===== config.mk =====
export PLATFORM = sky130hd
export DESIGN_NAME = two_wire_slave_addr_data
export DESIGN_NICKNAME = d
export VERILOG_FILES = /design/src/design/two_wire_slave_pkg.sv /design/src/design/two_wire_slave_addr_data.sv
export SDC_FILE = /design/constraint.sdc
export NUM_CORES = 1
export LEC_CHECK = 0
export BUFFER_PORTS_ARGS = -buffer_cell sky130_fd_sc_hd__buf_4
export CORE_MARGIN = 4
export CORE_UTILIZATION = 61
export DETAILED_ROUTE_END_ITERATION = 8
export PLACE_DENSITY = 0.87
export SYNTH_ARGS = -nofsm -noshare
export SYNTH_HDL_FRONTEND = slang
export SYNTH_SLANG_ARGS = --single-unit

===== constraint.sdc =====
create_clock -name clk_sys -period 2.9 [get_ports clk_sys]
set_input_delay 0.435 -clock clk_sys [delete_from_list [all_inputs] [get_ports clk_sys]]
set_output_delay 0.435 -clock clk_sys [all_outputs]
set_load 0.02 [all_outputs]

===== src/design/two_wire_slave_pkg.sv =====
package two_wire_slave_pkg;

  // register indices on the plain register port
  localparam int         REG_ADDR_W  = 3;
  localparam logic [2:0] REG_CTRL_A  = 3'h0;
  localparam logic [2:0] REG_CTRL_B  = 3'h1;
  localparam logic [2:0] REG_STATUS  = 3'h2;
  localparam logic [2:0] REG_OWN     = 3'h3;
  localparam logic [2:0] REG_DATA    = 3'h4;
  localparam logic [2:0] REG_MASK    = 3'h5;
  localparam logic [2:0] REG_IRQ_EN  = 3'h6;

  // slave_control_a fields
  localparam int CA_SMART    = 0;
  localparam int CA_PROM     = 1;
  localparam int CA_STOP_IE  = 2;
  localparam int CA_ENABLE   = 3;

  // slave_control_b fields
  localparam int CB_CMD_LSB  = 0;
  localparam int CB_CMD_MSB  = 1;
  localparam int CB_ACK      = 2;

  // status fields; the interrupt enable register shares bits 7 and 6
  localparam int ST_CAUSE    = 0;
  localparam int ST_DIR      = 1;
  localparam int ST_RACK     = 4;
  localparam int ST_HOLD     = 5;
  localparam int ST_AFLAG    = 6;
  localparam int ST_DFLAG    = 7;

  // mask_or_second_addr bit 0
  localparam int MK_SECOND   = 0;

  localparam logic [7:0] OWN_RESET  = 8'h00;
  localparam logic [7:0] MASK_RESET = 8'h00;
  localparam logic [3:0] BYTE_BITS  = 4'h8;

  typedef enum logic [6:0] {
    S_IDLE   = 7'b000_0001,
    S_ADDR   = 7'b000_0010,
    S_HOLD   = 7'b000_0100,
    S_ACK    = 7'b000_1000,
    S_RX     = 7'b001_0000,
    S_TX     = 7'b010_0000,
    S_TX_ACK = 7'b100_0000
  } slave_state_type;

endpackage


===== src/design/two_wire_slave_addr_data.sv =====
`timescale 1ns/1ps
// Summary of operation
// - direction bit holds last address read/write bit
// - cause bit: zero stop, one address
// - address compared with own address bits 7:1
// - own address bit 0 enables general call
// - ten-bit: hardware matches first byte only
// - address match sets flag, updates direction
// - promiscuous mode matches every address
// - data register blocked unless clock held
// - master read: shift out, take ack, flag
// - master write: full byte sets data flag
// - smart mode: data read triggers acknowledge action
// - data access clears both flags and hold
// - mask bits force matching address bits
// - second-address enable matches two addresses
// - second-address enable is zero after reset
// - flags hold SCL low until cleared, stop flag excepted
// - acknowledge action zero ACK, one NACK
module two_wire_slave_addr_data
  import two_wire_slave_pkg::*;
(
  // clock and reset
  input  wire logic                  clk_sys,
  input  wire logic                  rst,
  // register port
  input  wire logic [REG_ADDR_W-1:0] reg_addr,
  input  wire logic [7:0]            reg_wdata,
  input  wire logic                  reg_wr,
  input  wire logic                  reg_rd,
  output logic      [7:0]            reg_rdata,
  // bus pins, open drain
  input  wire logic                  scl_in,
  output logic                       scl_out,
  output logic                       scl_oe,
  input  wire logic                  sda_in,
  output logic                       sda_out,
  output logic                       sda_oe,
  // interrupt
  output logic                       irq
);

  typedef struct packed {
    slave_state_type state;
    logic [7:0]      shift;
    logic [3:0]      cnt;
    logic [7:0]      data;
    logic [7:0]      own;
    logic [7:0]      mask;
    logic            enable;
    logic            stop_ie;
    logic            prom;
    logic            smart;
    logic            ack_action;
    logic            data_flag;
    logic            addr_stop_flag;
    logic            flag_cause;
    logic            direction_status;
    logic            recv_ack;
    logic [1:0]      irq_en;
    logic            need_ack;
    logic            after_addr;
    logic            nack;
    logic            fin;
    logic            scl_s1;
    logic            scl_s2;
    logic            scl_p;
    logic            sda_s1;
    logic            sda_s2;
    logic            sda_p;
    logic            scl_oe;
    logic            sda_oe;
    logic [7:0]      rdata;
    logic            irq;
  } slave_reg_type;

  // synchronisers start at the idle bus level so no false edge follows reset
  localparam slave_reg_type RESET_VALUE = '{
    state: S_IDLE, own: OWN_RESET, mask: MASK_RESET,
    scl_s1: 1'b1, scl_s2: 1'b1, scl_p: 1'b1,
    sda_s1: 1'b1, sda_s2: 1'b1, sda_p: 1'b1, default: '0};

  slave_reg_type st;
  slave_reg_type next_st;

  logic data_access;
  logic access_ok;
  logic release_ev;
  logic finish;
  logic scl_rise;
  logic scl_fall;
  logic ev_start;
  logic ev_stop;
  logic ev_eval;
  logic ev_rxdone;

  function automatic logic addr_match(input logic [6:0] a,
                                      input logic [7:0] own,
                                      input logic [7:0] mask,
                                      input logic       prom);
    logic gc;
    logic hit;
    gc  = own[0] && (a == 7'h00);
    // ten-bit headers 11110nn compare like any first byte
    if (mask[MK_SECOND])
      hit = (a == own[7:1]) || (a == mask[7:1]);
    else
      hit = ((a ^ own[7:1]) & ~mask[7:1]) == 7'h00;
    return prom || gc || hit;
  endfunction

  always_comb begin
    next_st = st;
    next_st.scl_s1 = scl_in;
    next_st.scl_s2 = st.scl_s1;
    next_st.scl_p  = st.scl_s2;
    next_st.sda_s1 = sda_in;
    next_st.sda_s2 = st.sda_s1;
    next_st.sda_p  = st.sda_s2;
    scl_rise = st.scl_s2 && !st.scl_p;
    scl_fall = !st.scl_s2 && st.scl_p;
    ev_start = st.scl_s2 && st.scl_p && st.sda_p && !st.sda_s2;
    ev_stop  = st.scl_s2 && st.scl_p && !st.sda_p && st.sda_s2;
    ev_eval   = 1'b0;
    ev_rxdone = 1'b0;
    release_ev = 1'b0;
    finish     = 1'b0;
    data_access = (reg_rd || reg_wr) && (reg_addr == REG_DATA);
    access_ok   = data_access && st.scl_oe;

    next_st.rdata = 8'h00;
    if (reg_rd) begin
      case (reg_addr)
        REG_CTRL_A: next_st.rdata = {4'h0, st.enable, st.stop_ie,
                                     st.prom, st.smart};
        REG_CTRL_B: next_st.rdata = {5'h00, st.ack_action, 2'h0};
        REG_STATUS: next_st.rdata = {st.data_flag, st.addr_stop_flag,
                                     st.scl_oe, st.recv_ack, 2'h0,
                                     st.direction_status, st.flag_cause};
        REG_OWN:    next_st.rdata = st.own;
        REG_DATA:   next_st.rdata = access_ok ? st.data : 8'h00;
        REG_MASK:   next_st.rdata = st.mask;
        REG_IRQ_EN: next_st.rdata = {st.irq_en, 6'h00};
        default:    next_st.rdata = 8'h00;
      endcase
    end

    if (reg_wr) begin
      case (reg_addr)
        REG_CTRL_A: begin
          next_st.smart   = reg_wdata[CA_SMART];
          next_st.prom    = reg_wdata[CA_PROM];
          next_st.stop_ie = reg_wdata[CA_STOP_IE];
          next_st.enable  = reg_wdata[CA_ENABLE];
        end
        REG_CTRL_B: begin
          next_st.ack_action = reg_wdata[CB_ACK];
          if (reg_wdata[CB_CMD_MSB]) begin
            release_ev = 1'b1;
            finish     = !reg_wdata[CB_CMD_LSB];
          end
        end
        REG_STATUS: begin
          if (reg_wdata[ST_DFLAG])
            next_st.data_flag = 1'b0;
          if (reg_wdata[ST_AFLAG])
            next_st.addr_stop_flag = 1'b0;
          // clearing a flag while held also lets the bus move on
          if (st.scl_oe && (reg_wdata[ST_DFLAG] || reg_wdata[ST_AFLAG]))
            release_ev = 1'b1;
        end
        REG_OWN:    next_st.own = reg_wdata;
        REG_DATA:   if (access_ok) next_st.data = reg_wdata;
        REG_MASK:   next_st.mask = reg_wdata;
        REG_IRQ_EN: next_st.irq_en = reg_wdata[7:6];
        default:    ;
      endcase
    end

    // a read without smart mode only frees the flags; a command follows
    if (access_ok && (reg_wr || st.smart))
      release_ev = 1'b1;
    if (access_ok || release_ev) begin
      next_st.data_flag      = 1'b0;
      next_st.addr_stop_flag = 1'b0;
    end

    case (st.state)
      S_IDLE: ;
      S_ADDR, S_RX: begin
        if (scl_rise) begin
          next_st.shift = {st.shift[6:0], st.sda_s2};
          next_st.cnt   = st.cnt + 4'h1;
        end
        if (scl_fall && st.cnt == BYTE_BITS) begin
          next_st.need_ack = 1'b1;
          next_st.state    = S_HOLD;
          if (st.state == S_RX) begin
            ev_rxdone          = 1'b1;
            next_st.data       = st.shift;
            next_st.data_flag  = 1'b1;
            next_st.after_addr = 1'b0;
          end else begin
            ev_eval = 1'b1;
            if (addr_match(st.shift[7:1], st.own, st.mask, st.prom)) begin
              next_st.addr_stop_flag   = 1'b1;
              next_st.flag_cause       = 1'b1;
              next_st.direction_status = st.shift[0];
              next_st.after_addr       = 1'b1;
            end else begin
              next_st.state = S_IDLE;
            end
          end
        end
      end
      S_HOLD: begin
        if (release_ev) begin
          next_st.cnt = 4'h0;
          if (st.need_ack) begin
            if (finish && st.direction_status) begin
              next_st.state = S_IDLE;
            end else begin
              // a new acknowledge action written with the command wins
              next_st.state  = S_ACK;
              next_st.nack   = next_st.ack_action;
              next_st.sda_oe = !next_st.ack_action;
              next_st.fin    = finish;
            end
          end else if (finish || st.recv_ack) begin
            next_st.state = S_IDLE;
          end else begin
            next_st.state  = S_TX;
            next_st.shift  = next_st.data;
            next_st.sda_oe = !next_st.data[7];
          end
        end
      end
      S_ACK: begin
        if (scl_rise)
          next_st.cnt = 4'h1;
        if (scl_fall && st.cnt != 4'h0) begin
          next_st.sda_oe = 1'b0;
          next_st.cnt    = 4'h0;
          if (st.nack || st.fin) begin
            next_st.state = S_IDLE;
          end else if (st.after_addr && st.direction_status) begin
            next_st.data_flag = 1'b1;
            next_st.need_ack  = 1'b0;
            next_st.state     = S_HOLD;
          end else begin
            next_st.state = S_RX;
          end
        end
      end
      S_TX: begin
        if (scl_rise)
          next_st.cnt = st.cnt + 4'h1;
        if (scl_fall) begin
          if (st.cnt == BYTE_BITS) begin
            next_st.sda_oe = 1'b0;
            next_st.cnt    = 4'h0;
            next_st.state  = S_TX_ACK;
          end else begin
            next_st.shift  = {st.shift[6:0], 1'b0};
            next_st.sda_oe = !st.shift[6];
          end
        end
      end
      S_TX_ACK: begin
        if (scl_rise) begin
          next_st.recv_ack = st.sda_s2;
          next_st.cnt      = 4'h1;
        end
        if (scl_fall && st.cnt != 4'h0) begin
          next_st.data_flag = 1'b1;
          next_st.need_ack  = 1'b0;
          next_st.state     = S_HOLD;
        end
      end
      default: next_st.state = S_IDLE;
    endcase

    if (ev_start) begin
      next_st.state  = S_ADDR;
      next_st.cnt    = 4'h0;
      next_st.sda_oe = 1'b0;
    end else if (ev_stop) begin
      next_st.state  = S_IDLE;
      next_st.sda_oe = 1'b0;
      if (st.stop_ie) begin
        next_st.addr_stop_flag = 1'b1;
        next_st.flag_cause     = 1'b0;
      end
    end
    if (!st.enable) begin
      next_st.state  = S_IDLE;
      next_st.sda_oe = 1'b0;
    end
    // a stop flag does not stretch: the bus is already idle
    next_st.scl_oe = (next_st.data_flag || next_st.addr_stop_flag) &&
                     next_st.state != S_IDLE;
    next_st.irq = |({next_st.data_flag, next_st.addr_stop_flag} &
                    next_st.irq_en);
  end

  always_ff @(posedge clk_sys) begin
    if (rst)
      st <= RESET_VALUE;
    else
      st <= next_st;
  end

  assign reg_rdata = st.rdata;
  assign scl_out   = 1'b0;
  assign sda_out   = 1'b0;
  assign scl_oe    = st.scl_oe;
  assign sda_oe    = st.sda_oe;
  assign irq       = st.irq;
endmodule


==> run_results.csv, run 1 <==
group,metric,value,unit
setup_path,worstPathRequired,3.15,ns
global_route,grt_pass1_wl,17900,µm
setup_path,start_kind,"register",
routing,ant_nets,0,
clock_network,cts_sinks,76,
power,comb_power_share,6.0,%
sta,final_hold_viol_count,0,
power,p_clk_share,44.1,%
setup_path,r2r-start,"st[71]",
yosys,ys_ff_latch,76,
power,p_sw,0.534,mW
routing,via_count,3920,
routing,wl_per_cell,18.0,µm
yosys,synth_xor_area_share,3.67,%
cells_and_area,n_fill_cell,566,
setup_path,cpMaxStageDelayCell,"a2111o_1",
yosys,synth_flop_cell,"dfxtp_1",
clock_network,clk_latency,0.36,ns
yosys,syn_inst,514,
cells_and_area,post-route-cell-area,4610,µm²
clock_network,root_buffer,"clkbuf_8",
setup_path,r2r_setup_slack,0.33,ns
clock_network,tritoncts,"yes",
setup_path,ff2ff_path_depth,6,
place,hpwl,8050,µm
setup_path,path_cells,"or4b_4, or2_0, a2111o_1, nand2b_1, a31o_2, nor4b_1",
routing,drtIter0Drc,413,
clock_network,post-cts-setup-buffers,0,
yosys,synth_most_common_cell,"dfxtp_1",
global_route,grt_antenna_before_repair,0,
place,post_dp_cell_area,4380,µm²
routing,via_per_inst,6.39,
yosys,synth_area_leader_cell,"dfxtp_1",
global_route,first_global_vias,3570,
setup_path,endpoint_kind,"register",
cells_and_area,nNetsFinal,532,
yosys,synthArstFlopShare,0,%
sta,fin_crit_sh,88.8,%
yosys,synth_area,4290,µm²
yosys,synth_compound_area_share,20.3,%
power,sequentialPowerShare,49.9,%
flow_run,drv_cap,0,
setup_path,worstReg2RegEnd,"scl_oe",
yosys,yosys_warnings,0,
sta,rsz0062_at_grt,"no",
sta,whs,0.253,ns
floorplan,rows,30,
yosys,yosys-top-cells-area,"dfxtp_1 35%, nor2_1 5.9%, mux2i_1 5.8%",
clock_network,hold_buffers,0,
place,routabilityCongestion,0.995,
sta,slew_viol_final,0,
global_route,track_usage,26.5,%
place,io_buffers,27,
floorplan,io-pin-count,30,
setup_path,cp.arrival,2.83,ns
cells_and_area,diodes,0,
sta,period_needed,2.57,ns
status,status,"complete, no violations",
yosys,syn_avg_cell_area,8.35,µm²
routing,drc_errors,0,
yosys,yosys-mux-area-fraction,6.36,%
routing,totalWireLength,11100,µm
clock_network,htreeDepth,3,
min_path,worstHoldPathType,"primary input to register",
setup_path,path_class,"register to register",
yosys,synth_fa_ha_area_share,0.875,%
setup_path,cp_max_fo,13,
floorplan,die_x,91.9,µm
power,powerDensity,462,nW/µm²
cells_and_area,drive_gt1_share,15.3,%
floorplan,start_util,62.8,%
sta,fin_setup_tns,0,ns
sta,relSlewSlack,41.3,%
power,ir_worst_vdd,0.238,mV
floorplan,die_area,8440,µm²
clock_network,clk_pin_slew_worst_paths,0.09,ns
yosys,yosysTopAreaCellShare,35.5,%
power,p_sw_share,25.0,%
sta,setup_viol,0,
setup_path,slowest_delay,0.60,ns
clock_network,cts_resized,0,
floorplan,fp.dieH,91.9,µm
sta,tightest_slew,0.873,ns
floorplan,core_area,6830,µm²
yosys,ys_top_cells_by_count,"76 x dfxtp_1, 67 x nor2_1, 60 x nand2_1, 37 x a21oi_1, 25 x mux2i_1",
routing,dr.pass1.iters,6,
sta,fmax,388,MHz
yosys,synth_top_family_by_area,"simple AND/OR/NAND/NOR gates",
power,p_int,1.60,mW
sta,fin_skew,0.0138,ns
global_route,grt_start_max_net_pins,55,
min_path,min_from,"sda_in",
global_route,overflow,0,
yosys,yosys.area_share.simple,26.2,%
cells_and_area,area_growth,7.49,%
yosys,synth_seq_area_share,35.5,%
cells_and_area,fin_cells,613,
power,p_leak,1.66,nW
min_path,min_to,"next_st[12]",
min_path,min_path_cells,2,
yosys,synth_edf_count,0,
place,dp.cells,597,
clock_network,max-clock-path-buffers,2,
clock_network,cts_buffers,9,
yosys,synth_cell_types,75,
## power by group through the flow
| stage | clock, mW | sequential, mW | combinational [mW] |
|---|---|---|---|
| 3_5_place_dp | 0 | 1.09 | 0.126 |
| 3_3_place_gp | 0 | 1.09 | 0.123 |
| 6_report | 0.941 | 1.06 | 0.129 |
| 5_1_grt | 0.987 | 1.06 | 0.139 |
| 4_1_cts | 0.950 | 1.06 | 0.126 |
| 2_1_floorplan | 0 | 1.08 | 0.0866 |
## worst max path at each step
stage,endpoint,startpoint
floorplan,st[64],reg_addr[0]
global placement,scl_oe,st[72]
detailed placement,scl_oe,st[71]
CTS,scl_oe,st[71]
global route,scl_oe,st[72]
finish,scl_oe,st[71]
## worst max-delay path, delay by kind of cell, from the launching register on
kind,cells,cell delay (ns)
AND/OR/NAND/NOR,4,1.14
AO/OA/AOI/OAI,2,0.81
flip-flops,1,0.51
## stage by stage
| stage | util (%) | power, mW | worst slack (ns) |
|---|---|---|---|
| after floorplan | - | 1.17 | 0.666 |
| after global placement | 64.2 | 1.21 | 0.396 |
| after detailed placement | 64.2 | 1.21 | 0.360 |
| after CTS | 67.5 | 2.14 | 0.340 |
| after global routing | 67.5 | 2.19 | 0.253 |
| final | 67.5 | 2.13 | 0.325 |
## metal layers
metal / share of wire (%) / vias to the layer above / track usage (%)
met1: 44 / 1851 / 35.7
met3: 8.7 / 26 / 5.74
met5: 0 / - / 0
met2: 45 / 197 / 40.1
met4: 3.2 / 0 / 12.7
li1: - / 1846 / -
## flip-flops by register name, indices dropped and copies added (netlist names)
register and count:
irq 1, next_st 4, reg_rdata 8, scl_oe 1
sda_oe 1, st 61
## layout make-up
cell class | instances | area [µm²] | share of cell area, %
Multi-Input combinational cell | 384 | 2470 | 53.6
Tap cell | 96 | 120 | 2.60
Timing Repair Buffer | 31 | 233 | 5.05
Clock inverter | 7 | 105 | 2.28
Inverter | 10 | 37.5 | 0.814
Sequential cell | 76 | 1520 | 33.0
Clock buffer | 9 | 124 | 2.69
## cell usage in the layout (no fill, tap or decap), types with 6 or more instances in the layout
| master | count |
|---|---|
| buf_4 | 31 |
| a211oi_1 | 12 |
| a31oi_1 | 7 |
| nand2b_1 | 8 |
| xnor2_1 | 10 |
| nor3_1 | 11 |
| mux2i_1 | 25 |
| or2_2 | 6 |
| clkbuf_8 | 9 |
| a211oi_2 | 8 |
| o21ai_0 | 9 |
| inv_1 | 10 |
| nand2_1 | 60 |
| nand3_1 | 10 |
| a21oi_1 | 37 |
| xor2_1 | 8 |
| dfxtp_1 | 76 |
| nor2_1 | 67 |
## cell families after synthesis
logic type / after synthesis
multiplexers: 27
buffers and inverters: 55
AND/OR/NAND/NOR: 215
flip-flops: 76
adder cells (fa/ha/maj): 3
AO/OA/AOI/OAI: 119
XOR/XNOR: 18
other: 1
(Power assumes the default switching activity.)
==> run 2, diff against run 1 <==
- CORE_MARGIN: 4 -> 2
==> run 2 against run 1 <==
  * Core utilization about the same
  * Sequential share of layout area grew 0.20 points
  * First-iteration DRC count shrank 7.3%
  * Sequential cell count did not move
  * Die area decreased by 8.5%
  * Clock-buffer cell count grew 1
  * Non-clock buffer count did not move
  * Via count increased by 0.13%
  * Routed wire length up 0.21%
  * Critical path type unchanged
  * Critical endpoint unchanged
==> run_results.csv, run 2 (same netlist as run 1, synthesis figures left out) <==
group,metric,value,unit
cells_and_area,layout_common_cells,"76 x dfxtp_1, 67 x nor2_1, 60 x nand2_1",
sta,tightest_slew,0.720,ns
floorplan,fp.dieH,87.9,µm
power,ir_worst_vdd,0.338,mV
cells_and_area,nNetsFinal,532,
clock_network,cts_sinks,76,
routing,via_count,3925,
sta,rsz0062_at_grt,"no",
clock_network,clk_latency,0.37,ns
clock_network,clk_pin_slew_worst_paths,0.08,ns
floorplan,rows,30,
global_route,grt_antenna_before_repair,0,
cells_and_area,drive_gt1_share,15.1,%
routing,totalWireLength,11100,µm
routing,dr.pass1.iters,6,
floorplan,die_x,87.9,µm
routing,wl_per_cell,18.1,µm
clock_network,cts_resized,0,
clock_network,max-clock-path-buffers,2,
floorplan,io-pin-count,30,
place,hpwl,8180,µm
setup_path,endpoint_kind,"register",
cells_and_area,largest_register,"st",
floorplan,core_area,6790,µm²
clock_network,hold_buffers,0,
setup_path,start_kind,"register",
power,power,2.02,mW
status,status,"complete, no violations",
place,io_buffers,27,
routing,drtIter0Drc,383,
cells_and_area,area_growth,6.85,%
cells_and_area,fin_cells,613,
cells_and_area,largest_register_ffs,61,
place,routabilityCongestion,0.968,
clock_network,htreeDepth,3,
sta,slew_viol_final,0,
sta,relSlewSlack,51.6,%
setup_path,worstPathRequired,3.14,ns
global_route,grt_pass1_wl,17400,µm
power,p_leak,1.64,nW
global_route,overflow,0,
flow_run,drv_cap,0,
sta,fin_skew,0.0152,ns
sta,setup_viol,0,
sta,final_hold_viol_count,0,
routing,via_per_inst,6.40,
cells_and_area,diodes,0,
clock_network,root_buffer,"clkbuf_8",
global_route,grt_start_max_net_pins,55,
global_route,first_global_vias,3569,
setup_path,path_class,"register to register",
sta,fmax,384,MHz
routing,drc_errors,0,
sta,whs,0.255,ns
global_route,track_usage,29.6,%
place,dp.cells,597,
power,powerDensity,441,nW/µm²
sta,period_needed,2.60,ns
sta,fin_crit_sh,89.8,%
clock_network,tritoncts,"yes",
min_path,worstHoldPathType,"primary input to register",
floorplan,start_util,63.1,%
clock_network,cts_buffers,9,
routing,ant_nets,0,
setup_path,cp.arrival,2.85,ns
sta,fin_setup_tns,0,ns
floorplan,die_area,7720,µm²
setup_path,r2r_setup_slack,0.30,ns
clock_network,post-cts-setup-buffers,0,
cells_and_area,final_common_cell,"dfxtp_1",
setup_path,cp_max_fo,13,
==> run 2: worst paths after layout <==
kind | cells after the start | startpoint | endpoint
worst min-delay path | 2 | sda_in | next_st[12]
worst max-delay path | 6 | st[71] | scl_oe
worst max register to register | 6 | st[71] | scl_oe
worst min register to register | 1 | next_st[12] | next_st[11]
==> run 2: stage by stage <==
stage / worst slack, ns / instance area, µm² / util [%]
after floorplan: 0.666 / 4290 / -
after global placement: 0.399 / 4380 / 64.5
after detailed placement: 0.337 / 4380 / 64.5
after CTS: 0.322 / 4580 / 67.5
after global routing: 0.198 / 4580 / 67.5
final: 0.297 / 4580 / 67.5
==> run 2: layout make-up <==
class                           instances  area, µm²
Clock buffer                           10        128
Inverter                               10       37.5
Fill cell                             539       2210
Tap cell                               96        120
Sequential cell                        76       1520
Timing Repair Buffer                   31        233
Multi-Input combinational cell        384       2470
Clock inverter                          6       73.8
==> run 2: worst max-delay path: stages (launching register included) <==
cell	delay, ns
dfxtp_1	0.50
or4b_4	0.53
or2_0	0.26
a2111o_1	0.61
nand2b_1	0.23
a31o_2	0.22
nor4b_1	0.14
==> run 2: where the power goes <==
group	total, mW	switching (mW)	internal (mW)	leakage, nW
Sequential	1.06	0.00994	1.05	0.614
Clock	0.830	0.424	0.406	0.0946
Combinational	0.129	0.0835	0.0457	0.932
==> run 2: layer usage <==
layer,wire (µm),global-route usage [%],part of all wire (%),vias up
met2,5120,46.7,46,213
li1,-,-,-,1837
met5,0,0,0,-
met1,4550,38.7,41,1846
met3,1070,6.60,9.7,29
met4,336,13.6,3.0,0
==> run 3, diff against run 2 <==
- BUFFER_PORTS_ARGS: -buffer_cell sky130_fd_sc_hd__buf_4 -> default
- CORE_UTILIZATION: 61 -> 64
- DONT_BUFFER_PORTS: default -> 1
==> run 3 against run 2 <==
  * The run now ends with DRC left
  * Clock skew is 0.0037 ns lower
  * Combinational power is 42% lower
  * Clock power decreased by 14%
  * Sequential cell count unchanged
  * Global-route usage rose by 0.40 points
  * Critical endpoint is now st[63]
  * Largest cell class unchanged
==> run_results.csv, run 3 (same netlist as run 1, synthesis figures left out) <==
group,metric,value,unit
status,status,"complete, but fails checks",
status,violations,"DRC",
sta,fmax,410,MHz
cells_and_area,nNetsFinal,505,
floorplan,fp.dieH,85.9,µm
clock_network,root_buffer,"clkbuf_8",
routing,via_count,3855,
clock_network,clk_pin_slew_worst_paths,0.08,ns
floorplan,die_area,7370,µm²
clock_network,htreeDepth,3,
cells_and_area,final_common_cell,"dfxtp_1",
power,p_leak,1.50,nW
sta,setup_viol,0,
global_route,grt_use_met3,5.97,%
routing,dr.pass1.iters,9,
floorplan,core_area,6420,µm²
routing,ant_nets,0,
routing,totalWireLength,10700,µm
global_route,grt_pass1_wl,17100,µm
setup_path,cp_max_fo,13,
setup_path,worstPathRequired,3.19,ns
clock_network,max-clock-path-buffers,2,
setup_path,path_class,"register to register",
place,io_buffers,0,
sta,whs,0.136,ns
place,routabilityCongestion,0.961,
sta,fin_skew,0.0115,ns
clock_network,cts_buffers,9,
power,ir_worst_vdd,0.298,mV
setup_path,cp.arrival,2.73,ns
place,hpwl,7770,µm
sta,fin_crit_sh,84.1,%
routing,drtIter0Drc,481,
flow_run,drv_cap,0,
sta,period_needed,2.44,ns
floorplan,start_util,66.8,%
floorplan,die_x,85.9,µm
global_route,grt_antenna_before_repair,0,
setup_path,endpoint_kind,"register",
cells_and_area,largest_register_ffs,61,
cells_and_area,area_growth,0.787,%
global_route,use_met2,44.5,%
clock_network,tritoncts,"yes",
global_route,track_usage,30.0,%
clock_network,hold_buffers,0,
power,powerDensity,428,nW/µm²
cells_and_area,largest_register,"st",
sta,slew_viol_final,0,
floorplan,io-pin-count,30,
setup_path,path_cells,"or4b_4, or2_0, a2111o_1, buf_4, nor2_1, a21oi_1, a211oi_2",
clock_network,clk_latency,0.36,ns
sta,final_hold_viol_count,0,
setup_path,slowest_delay,0.61,ns
sta,worst_slack,0.462,ns
routing,wl_per_cell,18.9,µm
sta,fin_setup_tns,0,ns
sta,relSlewSlack,51.9,%
clock_network,post-cts-setup-buffers,0,
global_route,grt_start_max_net_pins,55,
min_path,worstHoldPathType,"primary input to register",
global_route,overflow,0,
global_route,grt_use_met1,41.4,%
clock_network,cts_resized,0,
place,detailedPlace.worstSlack,0.538,ns
global_route,first_global_vias,3376,
sta,rsz0062_at_grt,"no",
clock_network,cts_sinks,76,
setup_path,start_kind,"register",
cells_and_area,layout_common_cells,"76 x dfxtp_1, 67 x nor2_1, 60 x nand2_1",
routing,drc_errors,5,
cells_and_area,drive_gt1_share,10.4,%
global_route,grt_busiest_layer,"met2",
cells_and_area,diodes,0,
setup_path,cpMaxStageDelayCell,"or4b_4",
floorplan,rows,29,
routing,via_per_inst,6.80,
sta,tightest_slew,0.715,ns
run 3: per-stage QoR:
stage | instances | area, µm² | power [mW] | utilization, %
after floorplan | 515 | 4290 | 1.17 | -
after global placement | 551 | 4160 | 1.16 | 64.7
after detailed placement | 551 | 4160 | 1.16 | 64.7
after CTS | 567 | 4320 | 1.86 | 67.3
after global routing | 567 | 4320 | 1.92 | 67.3
final | 567 | 4320 | 1.85 | 67.3
run 3: layout make-up:
cell class,count,area (µm²)
well taps,77,96.3
fillers,516,2100
multi-input cells,384,2470
repair buffers,4,30.0
flip-flops and latches,76,1520
clock buffers,10,128
clock inverters,6,40.0
inverters,10,37.5
run 3: critical path, delay by kind of cell (launching register included):
family | cells | cell delay, ns
AO/OA/AOI/OAI | 3 | 0.72
flip-flops | 1 | 0.43
buffers and inverters | 1 | 0.20
AND/OR/NAND/NOR | 3 | 1.03
run 3: final timing paths:
| check | depth (start not counted) | startpoint | slack [ns] | end |
|---|---|---|---|---|
| worst min register to register | 1 | next_st[15] | 0.41 | next_st[14] |
| worst max-delay path | 7 | st[72] | 0.46 | st[63] |
| worst max register to register | 7 | st[72] | 0.46 | st[63] |
| worst min-delay path | 1 | rst | 0.14 | st[26] |
run 3: power breakdown:
group | switching [mW] | total [mW] | internal, mW
Combinational | 0.0445 | 0.0753 | 0.0308
Sequential | 0.00999 | 1.06 | 1.05
Clock | 0.403 | 0.714 | 0.310
Total | 0.458 | 1.85 | 1.39
run 3: layer usage:
metal,routed length (µm),part of all wire [%]
met4,398,3.7
met5,0,0
met2,4750,44
met1,4510,42
met3,1050,9.8
